==> src/sdsw_map.vh <==
// Register offsets, field positions, reset values and timing counts of the card-detect and wake block.
`ifndef SDSW_MAP_VH
`define SDSW_MAP_VH
// Register byte offsets on the APB.
`define SDSW_CTRL_OFF      12'h000
`define SDSW_STATUS_OFF    12'h004
`define SDSW_EVENT_OFF     12'h008
`define SDSW_EVCLR_OFF     12'h00C
`define SDSW_EVEN_OFF      12'h010
`define SDSW_REQ_OFF       12'h014
// Control register fields.
`define SDSW_CTRL_HOTPLUG  0
`define SDSW_CTRL_INVERT   1
`define SDSW_CTRL_SMSWAKE  2
`define SDSW_CTRL_RFON     3
`define SDSW_CTRL_RST      4'h1
// Request register fields, write one to pulse.
`define SDSW_REQ_SMS       0
`define SDSW_REQ_DATA      1
`define SDSW_REQ_INITDONE  2
`define SDSW_REQ_REGDONE   3
// Event bits.
`define SDSW_EV_INSERT     0
`define SDSW_EV_REMOVE     1
`define SDSW_EV_WAKE       2
`define SDSW_EV_W          3
// Timing: wake pulse in ms, debounce in us, clock period in ns.
`define SDSW_CLK_NS        10
`define SDSW_WAKE_MS       1000
`define SDSW_WAKE_CYC      ((`SDSW_WAKE_MS * 1000000) / `SDSW_CLK_NS)
`define SDSW_DEB_US        1000
`define SDSW_DEB_CYC       ((`SDSW_DEB_US * 1000) / `SDSW_CLK_NS)
// Synchroniser stages ahead of the debounce filter.
`define SDSW_SYNC_STAGES   2
`endif

==> src/sdsw_debounce.v <==
// Two-flop synchroniser and debounce filter for the card-presence input.
`timescale 1ns/1ps
`default_nettype none
module sdsw_debounce #(
	parameter integer DEB_CYC = 100000
) (
	input  wire pclk,
	input  wire presetn,
	input  wire raw_in,
	output reg  settled_ff
);
	// Synchroniser stages; the first is read only by the second.
	reg        sync1_ff;
	reg        sync2_ff;
	// Stability counter.
	reg [31:0] cnt_ff;

	// Synchronise, then accept a level only after it stayed stable for DEB_CYC cycles.
	always @(posedge pclk or negedge presetn)
	begin
		if (!presetn)
		begin
			sync1_ff   <= 1'b0;
			sync2_ff   <= 1'b0;
			cnt_ff     <= 32'h0000_0000;
			settled_ff <= 1'b0;
		end
		else
		begin
			sync1_ff <= raw_in;
			sync2_ff <= sync1_ff;
			// Any agreement with the settled level restarts the count.
			if (sync2_ff == settled_ff)
				cnt_ff <= 32'h0000_0000;
			else if (cnt_ff >= DEB_CYC - 1)
			begin
				settled_ff <= sync2_ff;
				cnt_ff     <= 32'h0000_0000;
			end
			else
				cnt_ff <= cnt_ff + 32'h0000_0001;
		end
	end
endmodule // sdsw_debounce
`default_nettype wire

==> src/sdsw_main.v <==
// Card presence detection, card bring-up sequencing, status LED and host wake pulse with APB registers.
// Functional notes
// Default polarity: high input means card inserted.
// Hot-plug detection resets enabled, tracks continuously.
// Disabled detection samples once at start-up only.
// Insertion starts init, reads card, requests registration.
// Absence marks card detached, no card read.
// Polarity setting makes low mean inserted.
// LED output low while RF on, high otherwise.
// Request pulls host wake low one second.
// SMS wake needs enable set first.
// Presence input synchronised and debounced before use.
// Request during pulse neither restarts nor lengthens.
//
// The implementer's own choices: the register offsets and the APB interface to the registers.
`timescale 1ns/1ps
`default_nettype none
`include "sdsw_map.vh"
module sdsw_main #(
	parameter integer WAKE_CYC = `SDSW_WAKE_CYC,
	parameter integer DEB_CYC  = `SDSW_DEB_CYC
) (
	input  wire        pclk,
	input  wire        presetn,
	input  wire        psel,
	input  wire        penable,
	input  wire        pwrite,
	input  wire [11:0] paddr,
	input  wire [31:0] pwdata,
	output reg  [31:0] prdata,
	output reg         pready,
	output reg         pslverr,
	input  wire        card_present_in,
	output reg         status_led_n,
	output reg         host_wake_n,
	output reg         card_init_start,
	output reg         card_read_start,
	output reg         net_reg_req,
	output reg         irq
);
	// Sequencer states, one-hot.
	localparam [4:0] ST_ABSENT = 5'h01;
	localparam [4:0] ST_INIT   = 5'h02;
	localparam [4:0] ST_READ   = 5'h04;
	localparam [4:0] ST_REG    = 5'h08;
	localparam [4:0] ST_READY  = 5'h10;

	// Control register: hot-plug enable, invert, SMS wake enable, RF on.
	reg  [3:0]  ctrl_ff;
	// Sticky event bits and their enables.
	reg  [2:0]  event_ff;
	reg  [2:0]  even_ff;
	// Debounced raw level from the filter.
	wire        deb_level;
	// Presence as decided, after polarity and hot-plug handling.
	reg         present_ff;
	// Start-up sample taken flag for disabled detection.
	reg         boot_done_ff;
	// Debounce has had time to settle since reset.
	reg  [31:0] boot_cnt_ff;
	// Sequencer state.
	reg  [4:0]  state_ff;
	reg  [4:0]  nxt_state;
	// Wake pulse counter; nonzero while the pulse runs.
	reg  [31:0] wake_cnt_ff;
	// Access-phase decode.
	wire        acc;
	wire        wr;
	wire        rd;
	// Request strobes from software.
	wire [3:0]  req;
	// Polarity-corrected presence and its start-up-gated form.
	wire        pol_level;
	wire        nxt_present;
	// Events this cycle.
	wire [2:0]  ev_set;
	wire        wake_req;
	wire        wake_go;
	// Offset hits of the writable registers.
	wire        hit_ctrl;
	wire        hit_evclr;
	wire        hit_even;
	wire        hit_req;
	// Offsets that take a write; the rest refuse one.
	wire        hit_wrable;
	// Clear strobe per event bit from the clear register.
	wire [2:0]  ev_clr;
	// Start-up sample window has ended.
	wire        boot_end;

	// Synchronise and debounce the presence pin before any logic reads it.
	sdsw_debounce #(.DEB_CYC(DEB_CYC)) u_deb (
		.pclk       (pclk),
		.presetn    (presetn),
		.raw_in     (card_present_in),
		.settled_ff (deb_level)
	);

	// APB access phase decode; every access finishes in its second access cycle.
	assign acc = psel & penable & ~pready;
	assign wr  = acc & pwrite;
	assign rd  = acc & ~pwrite;
	// Offset decode; each register owns one aligned word.
	assign hit_ctrl   = (paddr == `SDSW_CTRL_OFF);
	assign hit_evclr  = (paddr == `SDSW_EVCLR_OFF);
	assign hit_even   = (paddr == `SDSW_EVEN_OFF);
	assign hit_req    = (paddr == `SDSW_REQ_OFF);
	// Status and event registers are read-only; unknown offsets refuse writes too.
	assign hit_wrable = hit_ctrl | hit_evclr | hit_even | hit_req;
	// Software strobes last the single write cycle.
	assign req = (wr && hit_req) ? pwdata[3:0] : 4'h0;
	// Writing a one to the clear register clears that event bit.
	assign ev_clr = (wr && hit_evclr) ? pwdata[2:0] : 3'h0;
	// The start-up sample is final once sync and filter have had their full window.
	assign boot_end = (boot_cnt_ff >= DEB_CYC + `SDSW_SYNC_STAGES);

	// High means inserted by default; the invert bit swaps that.
	assign pol_level = deb_level ^ ctrl_ff[`SDSW_CTRL_INVERT];
	// Enabled or inside the start-up window: follow; disabled after it: hold the presence last decided.
	assign nxt_present = (ctrl_ff[`SDSW_CTRL_HOTPLUG] || !boot_done_ff) ? pol_level : present_ff;

	// SMS needs the wake enable; data requests always wake.
	assign wake_req = (req[`SDSW_REQ_SMS] & ctrl_ff[`SDSW_CTRL_SMSWAKE]) | req[`SDSW_REQ_DATA];
	// A request during a running pulse is dropped.
	assign wake_go  = wake_req & (wake_cnt_ff == 32'h0000_0000);

	assign ev_set[`SDSW_EV_INSERT] = nxt_present & ~present_ff;
	assign ev_set[`SDSW_EV_REMOVE] = ~nxt_present & present_ff;
	assign ev_set[`SDSW_EV_WAKE]   = wake_go;

	// APB register writes, read mux and the one-cycle bus answer.
	always @(posedge pclk or negedge presetn)
	begin
		if (!presetn)
		begin
			// Control comes up with hot-plug detection on and all else off.
			ctrl_ff  <= `SDSW_CTRL_RST;
			even_ff  <= 3'h0;
			pready   <= 1'b0;
			pslverr  <= 1'b0;
			prdata   <= 32'h0000_0000;
		end
		else
		begin
			pready  <= acc;
			pslverr <= 1'b0;
			// Control and enable writes.
			if (wr && hit_ctrl)
				ctrl_ff <= pwdata[3:0];
			if (wr && hit_even)
				even_ff <= pwdata[2:0];
			// Read mux; unmapped addresses answer with an error.
			if (rd)
			begin
				// Status packs the wake flag, the one-hot state and presence.
				case (paddr)
					`SDSW_CTRL_OFF:   prdata <= {28'h000_0000, ctrl_ff};
					`SDSW_STATUS_OFF: prdata <= {25'h000_0000, ~host_wake_n, state_ff, present_ff};
					`SDSW_EVENT_OFF:  prdata <= {29'h0000_0000, event_ff};
					`SDSW_EVEN_OFF:   prdata <= {29'h0000_0000, even_ff};
					`SDSW_EVCLR_OFF:  prdata <= 32'h0000_0000;
					`SDSW_REQ_OFF:    prdata <= 32'h0000_0000;
					default:
					begin
						prdata  <= 32'h0000_0000;
						pslverr <= 1'b1;
					end
				endcase
			end
			else if (acc)
			begin
				// Write cycle: no read data is returned.
				prdata <= 32'h0000_0000;
				// A write to a read-only or unknown offset is refused.
				if (!hit_wrable)
					pslverr <= 1'b1;
			end
		end
	end

	// One sticky flag per event bit; hardware sets it, software clears it.
	genvar gi;
	generate
		for (gi = 0; gi < `SDSW_EV_W; gi = gi + 1)
		begin : g_event
			// A fresh event wins over a clear that lands in the same cycle.
			always @(posedge pclk or negedge presetn)
			begin
				if (!presetn)
				begin
					event_ff[gi] <= 1'b0;
				end
				else if (ev_set[gi])
				begin
					// Hardware set has priority.
					event_ff[gi] <= 1'b1;
				end
				else if (ev_clr[gi])
				begin
					// Software clear by writing a one.
					event_ff[gi] <= 1'b0;
				end
			end
		end
	endgenerate

	// Presence tracking and the one-time start-up sample.
	always @(posedge pclk or negedge presetn)
	begin
		if (!presetn)
		begin
			// The card counts as absent until the filter has settled.
			present_ff   <= 1'b0;
			boot_done_ff <= 1'b0;
			boot_cnt_ff  <= 32'h0000_0000;
		end
		else
		begin
			// Follow the polarity-corrected level, or hold it once frozen.
			present_ff <= nxt_present;
			// Start-up sample is final once the filter has had one full window plus sync delay.
			if (boot_end)
			begin
				// Freeze the count; the flag stays set until the next reset.
				boot_done_ff <= 1'b1;
			end
			else
			begin
				// Still inside the start-up window.
				boot_cnt_ff <= boot_cnt_ff + 32'h0000_0001;
			end
		end
	end

	// Card sequencer next state.
	always @*
	begin
		nxt_state = state_ff;
		case (state_ff)
			ST_ABSENT:
			begin
				// Insertion starts the initialisation.
				if (present_ff)
					nxt_state = ST_INIT;
			end
			ST_INIT:
			begin
				// Wait for software to report the card initialised.
				if (!present_ff)
					nxt_state = ST_ABSENT;
				else if (req[`SDSW_REQ_INITDONE])
					nxt_state = ST_READ;
			end
			ST_READ:
			begin
				// Wait for software to report the card information read.
				if (!present_ff)
					nxt_state = ST_ABSENT;
				else if (req[`SDSW_REQ_REGDONE])
					nxt_state = ST_REG;
			end
			ST_REG:
			begin
				// The registration request goes out once, then the card is ready.
				if (!present_ff)
					nxt_state = ST_ABSENT;
				else
					nxt_state = ST_READY;
			end
			ST_READY:
			begin
				// Removal marks the card detached.
				if (!present_ff)
					nxt_state = ST_ABSENT;
			end
			default:
			begin
				// An illegal code falls back to the idle state.
				nxt_state = ST_ABSENT;
			end
		endcase
	end

	// Sequencer state and its one-cycle command pulses.
	always @(posedge pclk or negedge presetn)
	begin
		if (!presetn)
		begin
			// Idle, with no command pulse pending.
			state_ff        <= ST_ABSENT;
			card_init_start <= 1'b0;
			card_read_start <= 1'b0;
			net_reg_req     <= 1'b0;
		end
		else
		begin
			state_ff <= nxt_state;
			// Init, then card read, then registration, each on state entry.
			card_init_start <= (nxt_state == ST_INIT) && (state_ff != ST_INIT);
			// No card read is ever issued while absent.
			card_read_start <= (nxt_state == ST_READ) && (state_ff != ST_READ);
			// Registration request follows the card read.
			net_reg_req     <= (nxt_state == ST_REG) && (state_ff != ST_REG);
		end
	end

	// Status LED, host wake pulse and interrupt line.
	always @(posedge pclk or negedge presetn)
	begin
		if (!presetn)
		begin
			// LED dark, wake line released, no interrupt.
			status_led_n <= 1'b1;
			host_wake_n  <= 1'b1;
			wake_cnt_ff  <= 32'h0000_0000;
			irq          <= 1'b0;
		end
		else
		begin
			// LED lit (low) while RF is on.
			status_led_n <= ~ctrl_ff[`SDSW_CTRL_RFON];
			// Pulse low for exactly WAKE_CYC cycles, high otherwise.
			if (wake_go)
			begin
				// Start a fresh pulse only from idle.
				wake_cnt_ff <= WAKE_CYC;
				host_wake_n <= 1'b0;
			end
			else if (wake_cnt_ff > 32'h0000_0001)
			begin
				// Pulse still running; count it down.
				wake_cnt_ff <= wake_cnt_ff - 32'h0000_0001;
			end
			else
			begin
				// Last low cycle or idle: release the line.
				wake_cnt_ff <= 32'h0000_0000;
				host_wake_n <= 1'b1;
			end
			// Interrupt is high while any enabled event is pending.
			irq <= |(event_ff & even_ff);
		end
	end
endmodule // sdsw_main
`default_nettype wire

==> config.mk <==
export PLATFORM = sky130hd
export DESIGN_NAME = sdsw_main
export DESIGN_NICKNAME = d
export VERILOG_FILES = /design/src/sdsw_debounce.v /design/src/sdsw_main.v
export VERILOG_INCLUDE_DIRS = /design/src
export SDC_FILE = /design/constraint.sdc
export NUM_CORES = 1
export LEC_CHECK = 0
export ABC_CLOCK_PERIOD_IN_PS = 6600
export BUFFER_PORTS_ARGS = -buffer_cell sky130_fd_sc_hd__buf_2
export CAP_MARGIN = 0
export CORE_ASPECT_RATIO = 0.9
export CORE_UTILIZATION = 60
export DETAILED_ROUTE_END_ITERATION = 10
export PLACE_DENSITY_LB_ADDON = 0.05
export SETUP_SLACK_MARGIN = 0.3
export SLEW_MARGIN = 15
export SYNTH_ARGS = -nofsm -noshare
export SYNTH_HDL_FRONTEND = slang
export SYNTH_HIERARCHICAL = 1
export SYNTH_SLANG_ARGS = --single-unit
==> constraint.sdc <==
create_clock -name pclk -period 6.6 [get_ports pclk]
set_clock_uncertainty 0.05 [all_clocks]
set_input_delay 0.33 -clock pclk [delete_from_list [all_inputs] [get_ports pclk]]
set_output_delay 0.33 -clock pclk [all_outputs]
set_load 0.01 [all_outputs]
======== Word-level counts from Yosys, hierarchy flattened ========
Cells that the tools add are included.
word-level totals
  bits of input ports ..................... 50
  flip-flop bits (word level) ............. 156
  output and inout port bits .............. 40
  logic and storage cells ................. 116
operators by class
  reductions and logical operators ........ 18
  mux-type cells .......................... 30
  bitwise gates (word level) .............. 21
  eq/ne operators ......................... 18
  add/subtract/negate cells ............... 3
  order comparisons ....................... 3
operator list
  cell                     number
  $mux W32                 6
  $add A32 B1 Y32 const B  2
  $ge A32 B17 Y1 const B   2
  $mux W5                  7
  $gt A32 B1 Y1 const B    1
  $logic_not A32 Y1        1
  $sub A32 B1 Y32 const B  1
  $pmux W7 S4              1
  $pmux W5 S5              1
  $eq A12 B4 Y1 const B    2
  $eq A12 B5 Y1 const B    2
  $mux W1                  13
  $eq A12 B3 Y1 const B    1
  $logic_not A12 Y1        1
  $eq A5 B2 Y1 const B     2
  $eq A5 B3 Y1 const B     2
  $eq A5 B4 Y1 const B     2
  $and A1 B1 Y1            8
  $reduce_bool A2 Y1       4
  $logic_and A1 B1 Y1      7
  $not A1 Y1               7
  $reduce_or A6 Y1         1
  $eq A5 B1 Y1 const B     1
  $eq A5 B5 Y1 const B     1
  other kinds (14)         17

======== Logic depth before layout (Yosys ltp) ========
Gate-level depths: netlist of the first run.
  depth after elaboration ................. 10
  gate-level depth with buffers ........... 8
  gate-level depth less buffers ........... 8

======== Hierarchy ========
Netlist of the first run, hierarchy kept.
modules (own cells, without submodules)
  module         cells an instance  times used  seq. area each (sq um)  area each (sq um)
  sdsw_main      442                1           2407.3                  4486.8
  sdsw_debounce  116                1           875.8                   1383.8

======== Least setup slack after synthesis of the first run ========
Ideal clock, no wire load.
  path type ............................... register to register
  start point ............................. register wake_cnt_ff[17]
  end point ............................... register wake_cnt_ff[30]
  slack ................................... 4.070 ns
  clock period less this slack ............ 2.530 ns
  cell stages (with the launch flop) ...... 6
  data arrival time ....................... 2.414 ns
  buffers on the path ..................... 0
  cells stage by stage .................... dfrtp_1 -> or4_4 -> or4_4 -> or4_4 -> or4_1 -> nand2_1
on the way
  word-level cells in the longest chain between the ends .. 3
  elaborated cells between the ends (all ways) .. 6
  classes of those cells .................. add/sub: 1; order compare: 1; mux: 2; bitwise: 1; reduce/logical: 1
ends and longest elaborated chain
  element                                           RTL line                          text
  start: declaration                                sdsw_main.v:65                    reg [31:0] wake_cnt_ff;
  start signal: assignment                          sdsw_main.v:332                   wake_cnt_ff <= wake_cnt_ff - 32'h0000_0001;
  $sub A32 B1 Y32, or another cell as far along     sdsw_main.v:332
  $mux W32 / $and A1 B1 Y1 (equally long branches)  sdsw_main.v:329, sdsw_main.v:125
  $mux W32 (*)                                      sdsw_main.v:323                   if (wake_go)
Mark *: on every way between the ends. The rest lies on a longest branch, timed or not.
A chain may end at the register's enable or synchronous reset.

======== Worst setup path after layout of the first run ========
  start point ............................. register wake_cnt_ff[8]
  end point ............................... register wake_cnt_ff[18]
Same word-level chain as after synthesis.

==> summary.txt, run 1 <==
Clock network
  – Resized cells post-CTS: 0
  – Clk Tree Root Cell: clkbuf_8
  – Post-CTS setup buffer count: 0
  – Clock sinks: 131
  – Max clock buf depth: 2
  – Total CTS buffers: 17
  – Clock H-tree levels: 4
  – Clk_lat worst skew: 0.52 ns
  – Reg clk slew, reported paths: 0.06 ns
  – CTS tree: yes

Worst setup path
  – Reg2reg start: wake_cnt_ff[8]$_DFF_PN0_
  – WP buf/inv: 0
  – Slowest CP cell: nor4_1
  – Crit Path Class: reg -> reg
  – Critical Path RT: 6.92 ns
  – R2r setup slk: 3.53 ns
  – Crit end category: register
  – Cell family with most CP delay: simple AND/OR/NAND/NOR gates
  – Critical Path, Cell by Cell: nor4_1, nand4b_1, or2_2, or3_1, a21oi_1, nor2_1
  – Slowest cell delay on critical path: 0.72 ns
  – Maximum fanout along the worst path: 6
  – Critical path data arrival time: 3.39 ns
  – Worst setup SP type: register
  – FF-to-FF path depth: 6
  – Worst R2R End: wake_cnt_ff[18]$_DFF_PN0_

Timing
  – Setup TNS Final: 0 ns
  – PnR worst setup slack: 3.530 ns
  – Final Max Slew Viols: 0
  – Final Setup Violations: 0
  – Worst Tran Pin Value: 0.9874 ns
  – Minimum clock period: 3.070 ns
  – Final Cycle Share: 0.4652
  – Unrepaired setup endpoints after global routing: no
  – Hold Fails Final Rpt: 0
  – Slew Limit Headroom: 0.3357
  – Fmax: 0.3257 GHz

Pwr
  – Leak: 3.093 nW
  – Pwr/cell area: 280.1 nW/µm²
  – Worst vdd ir: 0.2089 mV

Synthesis
  – Netlist cell types: 55
  – Post-synthesis cell area: 5871 µm²
  – Mapped Avg Cell Area: 10.52 µm²
  – Most numerous cell in the Yosys netlist: dfrtp_1
  – Most common flop cell mapped by yosys: dfrtp_1
  – Main area contributors after synthesis: dfrtp_1 (54%), xnor2_1 (6.1%), nor2_1 (4.2%), buf_4 (3.2%), nand2_1 (3.0%)
  – EDFF count, synth: 0
  – Synth top cells by count: dfrtp_1 (127), nor2_1 (66), nand2_1 (47), xnor2_1 (41), buf_4 (25)
  – #FFs+latches synth: 131
  – Sequential area share after synthesis: 0.5592
  – Post-synth ARST share: 1.000
  – Synth Warn #: 6
  – Top cell type by total area after synthesis: dfrtp_1
  – Post-Synthesis Cells: 558
  – Synth top area share: 0.5413

Routing
  – DR vias: 4026
  – Vias per inst: 5.426
  – Avg WL per Cell: 15.05 µm
  – DRC viols: 0
  – Violation count after the first detailed-routing iteration: 181
  – 1st-pass router iterations: 4
  – Detailed Route WL: 11.17 mm
  – Routed Antenna Nets: 0

Placement
  – Inst Count DP: 708
  – Hpwl dp: 7.138 mm
  – Gpl congestion: 0.7962
  – Worst slack at placement: 3.546 ns
  – Port bufs: 36
  – Dpl cell area: 6076 µm²

Floorplanning
  – Core footprint: 9290 µm²
  – I/O pin count: 90
  – Initial Util: 0.6319
  – Full die area: 10180 µm²
  – Row cnt: 33
  – Die W: 106.3 µm
  – DIE HEIGHT: 95.84 µm

Global route
  – All-Layer GR Usage: 0.2398
  – First-pass GRT wire length: 18.49 mm
  – Grt total ovfl: 0
  – Largest net degree at the start of global routing: 73
  – Vias in the first global route: 3865
  – Initial antenna violation count: 1

Final layout
  – Final instance area: 6738 µm²
  – Filler instances: 658
  – Antenna Cells: 0
  – Fraction of layout cells with a size suffix above 1: 0.1500
  – Synth-to-Final Area Change: 14.77%
  – Storage cell area: 3283 µm²
  – Final non-filler cell total: 742
  – Nets: 662
  – Multi-input logic area: 2371 µm²

Run
  – MaxCap Viol Count: 0

Min path
  – Hold Startpoint: pwdata[3]
  – HP Class: in -> reg
  – Hold endpoint: state_ff[3]$_DFF_PN0_
  – Hold path depth: 2

Run status
  – Status: finished, final reports clean
-- cell families after synthesis --
kind of cell,Yosys count,share of synthesized area
DFF,131,0.5592
and+or+nand+nor,233,0.2012
other,2,0.001279
muxes,13,0.02451
AOI/OAI and AO/OA,50,0.05456
adders and majority gates,5,0.01066
buffers and inverters,66,0.06202
xor gates and xnor gates,58,0.08653
-- layout make-up --
type                       instances  area share
sequential                       131      0.4873
multi-input combinational        399      0.3519
clock buffer                      22     0.06871
timing repair buffer              41     0.03343
clock inverter                    10     0.02656
tap                              122     0.02266
inverter                          17    0.009471
-- stage by stage --
step                hold WS, ns    util  power, mW
finish                  0.03721  0.7253      1.887
global route            0.03772  0.7253      1.944
CTS                     0.02153  0.7253      1.902
detailed placement       0.2949  0.6540     0.8871
global placement         0.2946  0.6540     0.8857
floorplan              -0.01559       -     0.8671
-- sequential cells by signal, summed over array words and instances, names as in the netlist, 3 cells and up --
register and count:
event_ff 3, state_ff 5, boot_cnt_ff 32, ctrl_ff 4
prdata 7, even_ff 3, u_deb/cnt_ff 32, wake_cnt_ff 32
-- how the worst max path moves through the flow --
stage | start | endpoint | slack [ns] | cells past startpoint
floorplan | wake_cnt_ff[17]$_DFF_PN0_ | wake_cnt_ff[30]$_DFF_PN0_ | 4.07 | 5
global placement | wake_cnt_ff[9]$_DFF_PN0_ | wake_cnt_ff[22]$_DFF_PN0_ | 3.67 | 6
detailed placement | wake_cnt_ff[9]$_DFF_PN0_ | wake_cnt_ff[22]$_DFF_PN0_ | 3.55 | 6
CTS | wake_cnt_ff[8]$_DFF_PN0_ | wake_cnt_ff[18]$_DFF_PN0_ | 3.43 | 6
global route | wake_cnt_ff[9]$_DFF_PN0_ | wake_cnt_ff[18]$_DFF_PN0_ | 3.24 | 6
finish | wake_cnt_ff[8]$_DFF_PN0_ | wake_cnt_ff[18]$_DFF_PN0_ | 3.53 | 6
-- cell usage in the layout (no fill, tap or decap), types with 3 or more instances in the layout --
cell / count
or3_1: 6
or4_4: 3
inv_1: 16
o211ai_1: 3
nand4b_1: 3
dfrtp_1: 127
nand2_1: 47
clkbuf_16: 16
conb_1: 40
dfstp_2: 4
clkbuf_8: 4
xnor2_1: 41
nor4_1: 24
a21oi_1: 7
nor2_1: 66
mux2_2: 11
nand3_1: 19
clkinv_2: 4
nand4_1: 13
ha_1: 5
and3_1: 5
xor2_1: 17
bufinv_16: 5
buf_4: 4
nor4b_1: 4
o21ai_0: 20
or4_1: 6
nor3_1: 23
buf_2: 35
a31oi_1: 3
-- power breakdown --
group | switching [mW] | internal (mW)
Clock | 0.332 | 0.680
Combinational | 0.0387 | 0.0150
Sequential | 0.00691 | 0.814
-- routing by layer --
metal / vias to the layer above / share of wire / global-route usage
met4: 0 / 0.015 / 0.09028
met1: 1956 / 0.47 / 0.3112
met3: 15 / 0.046 / 0.06567
met5: - / 0 / 0
li1: 1966 / - / -
met2: 89 / 0.47 / 0.3891
-- repair_timing --
action,CTS,global route
endpoints found under the setup margin,0,0
endpoints found under the hold margin,58,0
hold buffers,2,0
-- worst register-to-register path, cell delays in order (launching register included) --
cell and delay [ns]:
dfrtp_1 0.42, nor4_1 0.72, nand4b_1 0.35, or2_2 0.43, or3_1 0.37, a21oi_1 0.47
nor2_1 0.12
Note: power is estimated with default switching activity, not from simulation.
==> run 2, diff against run 1 <==
ABC_CLOCK_PERIOD_IN_PS = 3000   (was 6600)
CORE_UTILIZATION = 57   (was 60)
clock period = 3 ns   (was 6.6 ns; I/O delays follow)
==> summary.txt, run 2 (synthesis gave the netlist of run 1 again) <==
Clock network
  – Clk_lat worst skew: 0.41 ns
  – Clk Tree Root Cell: clkbuf_16
  – Max clock buf depth: 2
  – Clock sinks: 131
  – Total CTS buffers: 17
  – CTS tree: yes
  – Clock H-tree levels: 4
  – Reg clk slew, reported paths: 0.06 ns

Placement
  – Gpl congestion: 0.7918
  – Hpwl dp: 7.067 mm
  – Dpl cell area: 6131 µm²
  – Port bufs: 36

Floorplanning
  – I/O pin count: 90
  – Initial Util: 0.5974
  – Full die area: 10710 µm²
  – DIE HEIGHT: 98.28 µm
  – Core footprint: 9827 µm²
  – Row cnt: 34
  – Die W: 109.0 µm

Worst setup path
  – Critical path data arrival time: 2.84 ns
  – Cell family with most CP delay: simple AND/OR/NAND/NOR gates
  – Maximum fanout along the worst path: 4
  – Slowest CP cell: or4_4
  – Worst setup SP type: register
  – Critical Path, Cell by Cell: or4_4, or4_4, or3_4, or4_1, o21ai_1, o41ai_1
  – Slowest cell delay on critical path: 0.56 ns
  – Crit end category: register
  – Most used cell, CP: or4_4
  – Critical Path RT: 3.24 ns
  – WP buf/inv: 0
  – Crit Path Class: reg -> reg

Pwr
  – Pwr/cell area: 602.7 nW/µm²
  – Worst vdd ir: 0.6444 mV
  – Total power: 4.119 mW
  – Leak: 3.125 nW

Timing
  – Setup TNS Final: 0 ns
  – Unrepaired setup endpoints after global routing: yes
  – Final Max Slew Viols: 0
  – Final Setup Violations: 0
  – Minimum clock period: 2.603 ns
  – Fmax: 0.3841 GHz
  – Hold Fails Final Rpt: 0
  – Worst Tran Pin Value: 0.7193 ns
  – Final Cycle Share: 0.8678
  – Slew Limit Headroom: 0.5204
  – Hold slack: 0.01814 ns

Final layout
  – Synth-to-Final Area Change: 16.43%
  – Final instance area: 6835 µm²
  – Antenna Cells: 0
  – Most frequent cells in the layout: dfrtp_1 (127), nor2_1 (66), nand2_1 (47)
  – Nets: 671
  – Commonest non-fill, non-tap cell in the layout: dfrtp_1
  – Filler instances: 736
  – Fraction of layout cells with a size suffix above 1: 0.1638
  – Regs by FF count: boot_cnt_ff x32, u_deb/cnt_ff x32, wake_cnt_ff x32

Global route
  – Grt total ovfl: 0
  – Vias in the first global route: 3984
  – First-pass GRT wire length: 18.61 mm
  – Largest net degree at the start of global routing: 132
  – Initial antenna violation count: 0
  – All-Layer GR Usage: 0.2262

Routing
  – Routed Antenna Nets: 0
  – Violation count after the first detailed-routing iteration: 242
  – DR vias: 4064
  – 1st-pass router iterations: 4
  – Detailed Route WL: 10.83 mm
  – Avg WL per Cell: 14.34 µm
  – Vias per inst: 5.383
  – DRC viols: 0

Run status
  – Status: finished, final reports clean

Min path
  – HP Class: in -> reg

Run
  – MaxCap Viol Count: 0
-- run 2: worst reg2reg max path, cell delays in order, from the launching register on --
cell,delay (ns)
dfrtp_1,0.39
or4_4,0.56
or4_4,0.46
or3_4,0.37
or4_1,0.42
o21ai_1,0.14
o41ai_1,0.10
-- run 2: path summary, 6_finish.rpt --
kind / start / end / slack, ns / cells after the start
setup / recovery: wake_cnt_ff[17]$_DFF_PN0_ / wake_cnt_ff[29]$_DFF_PN0_ / 0.40 / 6
hold / removal: pwrite / pslverr$_DFF_PN0_ / 0.02 / 3
setup reg to reg: wake_cnt_ff[17]$_DFF_PN0_ / wake_cnt_ff[29]$_DFF_PN0_ / 0.40 / 6
hold reg to reg: u_deb/sync1_ff$_DFF_PN0_ / u_deb/sync2_ff$_DFF_PN0_ / 0.31 / 0
max in group asynchronous: presetn / u_deb/cnt_ff[21]$_DFF_PN0_ / 2.00 / 3
min in group asynchronous: presetn / net_reg_req$_DFF_PN0_ / 0.33 / 3
-- run 2: routing by layer --
| metal | GRT usage | vias to the layer above | part of all wire |
|---|---|---|---|
| met1 | 0.3008 | 1975 | 0.48 |
| met5 | 0 | - | 0 |
| met3 | 0.05007 | 14 | 0.035 |
| li1 | - | 1989 | - |
| met4 | 0.09148 | 0 | 0.016 |
| met2 | 0.3590 | 86 | 0.47 |
-- run 2: repair_timing --
item                       in CTS  in global routing
buffers inserted                0                  1
hold endpoints to repair      136                  0
resized for setup               1                  3
hold buffers                    5                  0
setup endpoints to repair       1                  9
-- run 2: area by class of cell --
type                       instances  area (µm²)  area share
tap                              126       157.7     0.02306
inverter                          17       63.81    0.009336
clock buffer                      19       452.9     0.06626
clock inverter                    13       182.7     0.02673
multi-input combinational        399        2382      0.3485
timing repair buffer              50       312.8     0.04576
sequential                       131        3283      0.4803
-- run 2: through the flow --
step / utilization / cells / setup slack (ns)
6_report: 0.6956 / 755 / 0.3967
5_1_grt: 0.6956 / 755 / 0.2896
4_1_cts: 0.6942 / 754 / 0.3096
3_5_place_dp: 0.6239 / 717 / 0.3088
3_3_place_gp: 0.6239 / 717 / 0.4025
2_1_floorplan: - / 596 / 0.4700
-- run 2: power breakdown --
group,leakage [nW],total (mW),internal (mW),switching (mW)
Clock,0.301,2.19,1.43,0.759
Sequential,1.68,1.80,1.79,0.0135
Combinational,1.14,0.123,0.0376,0.0859
Total,3.12,4.12,3.26,0.859
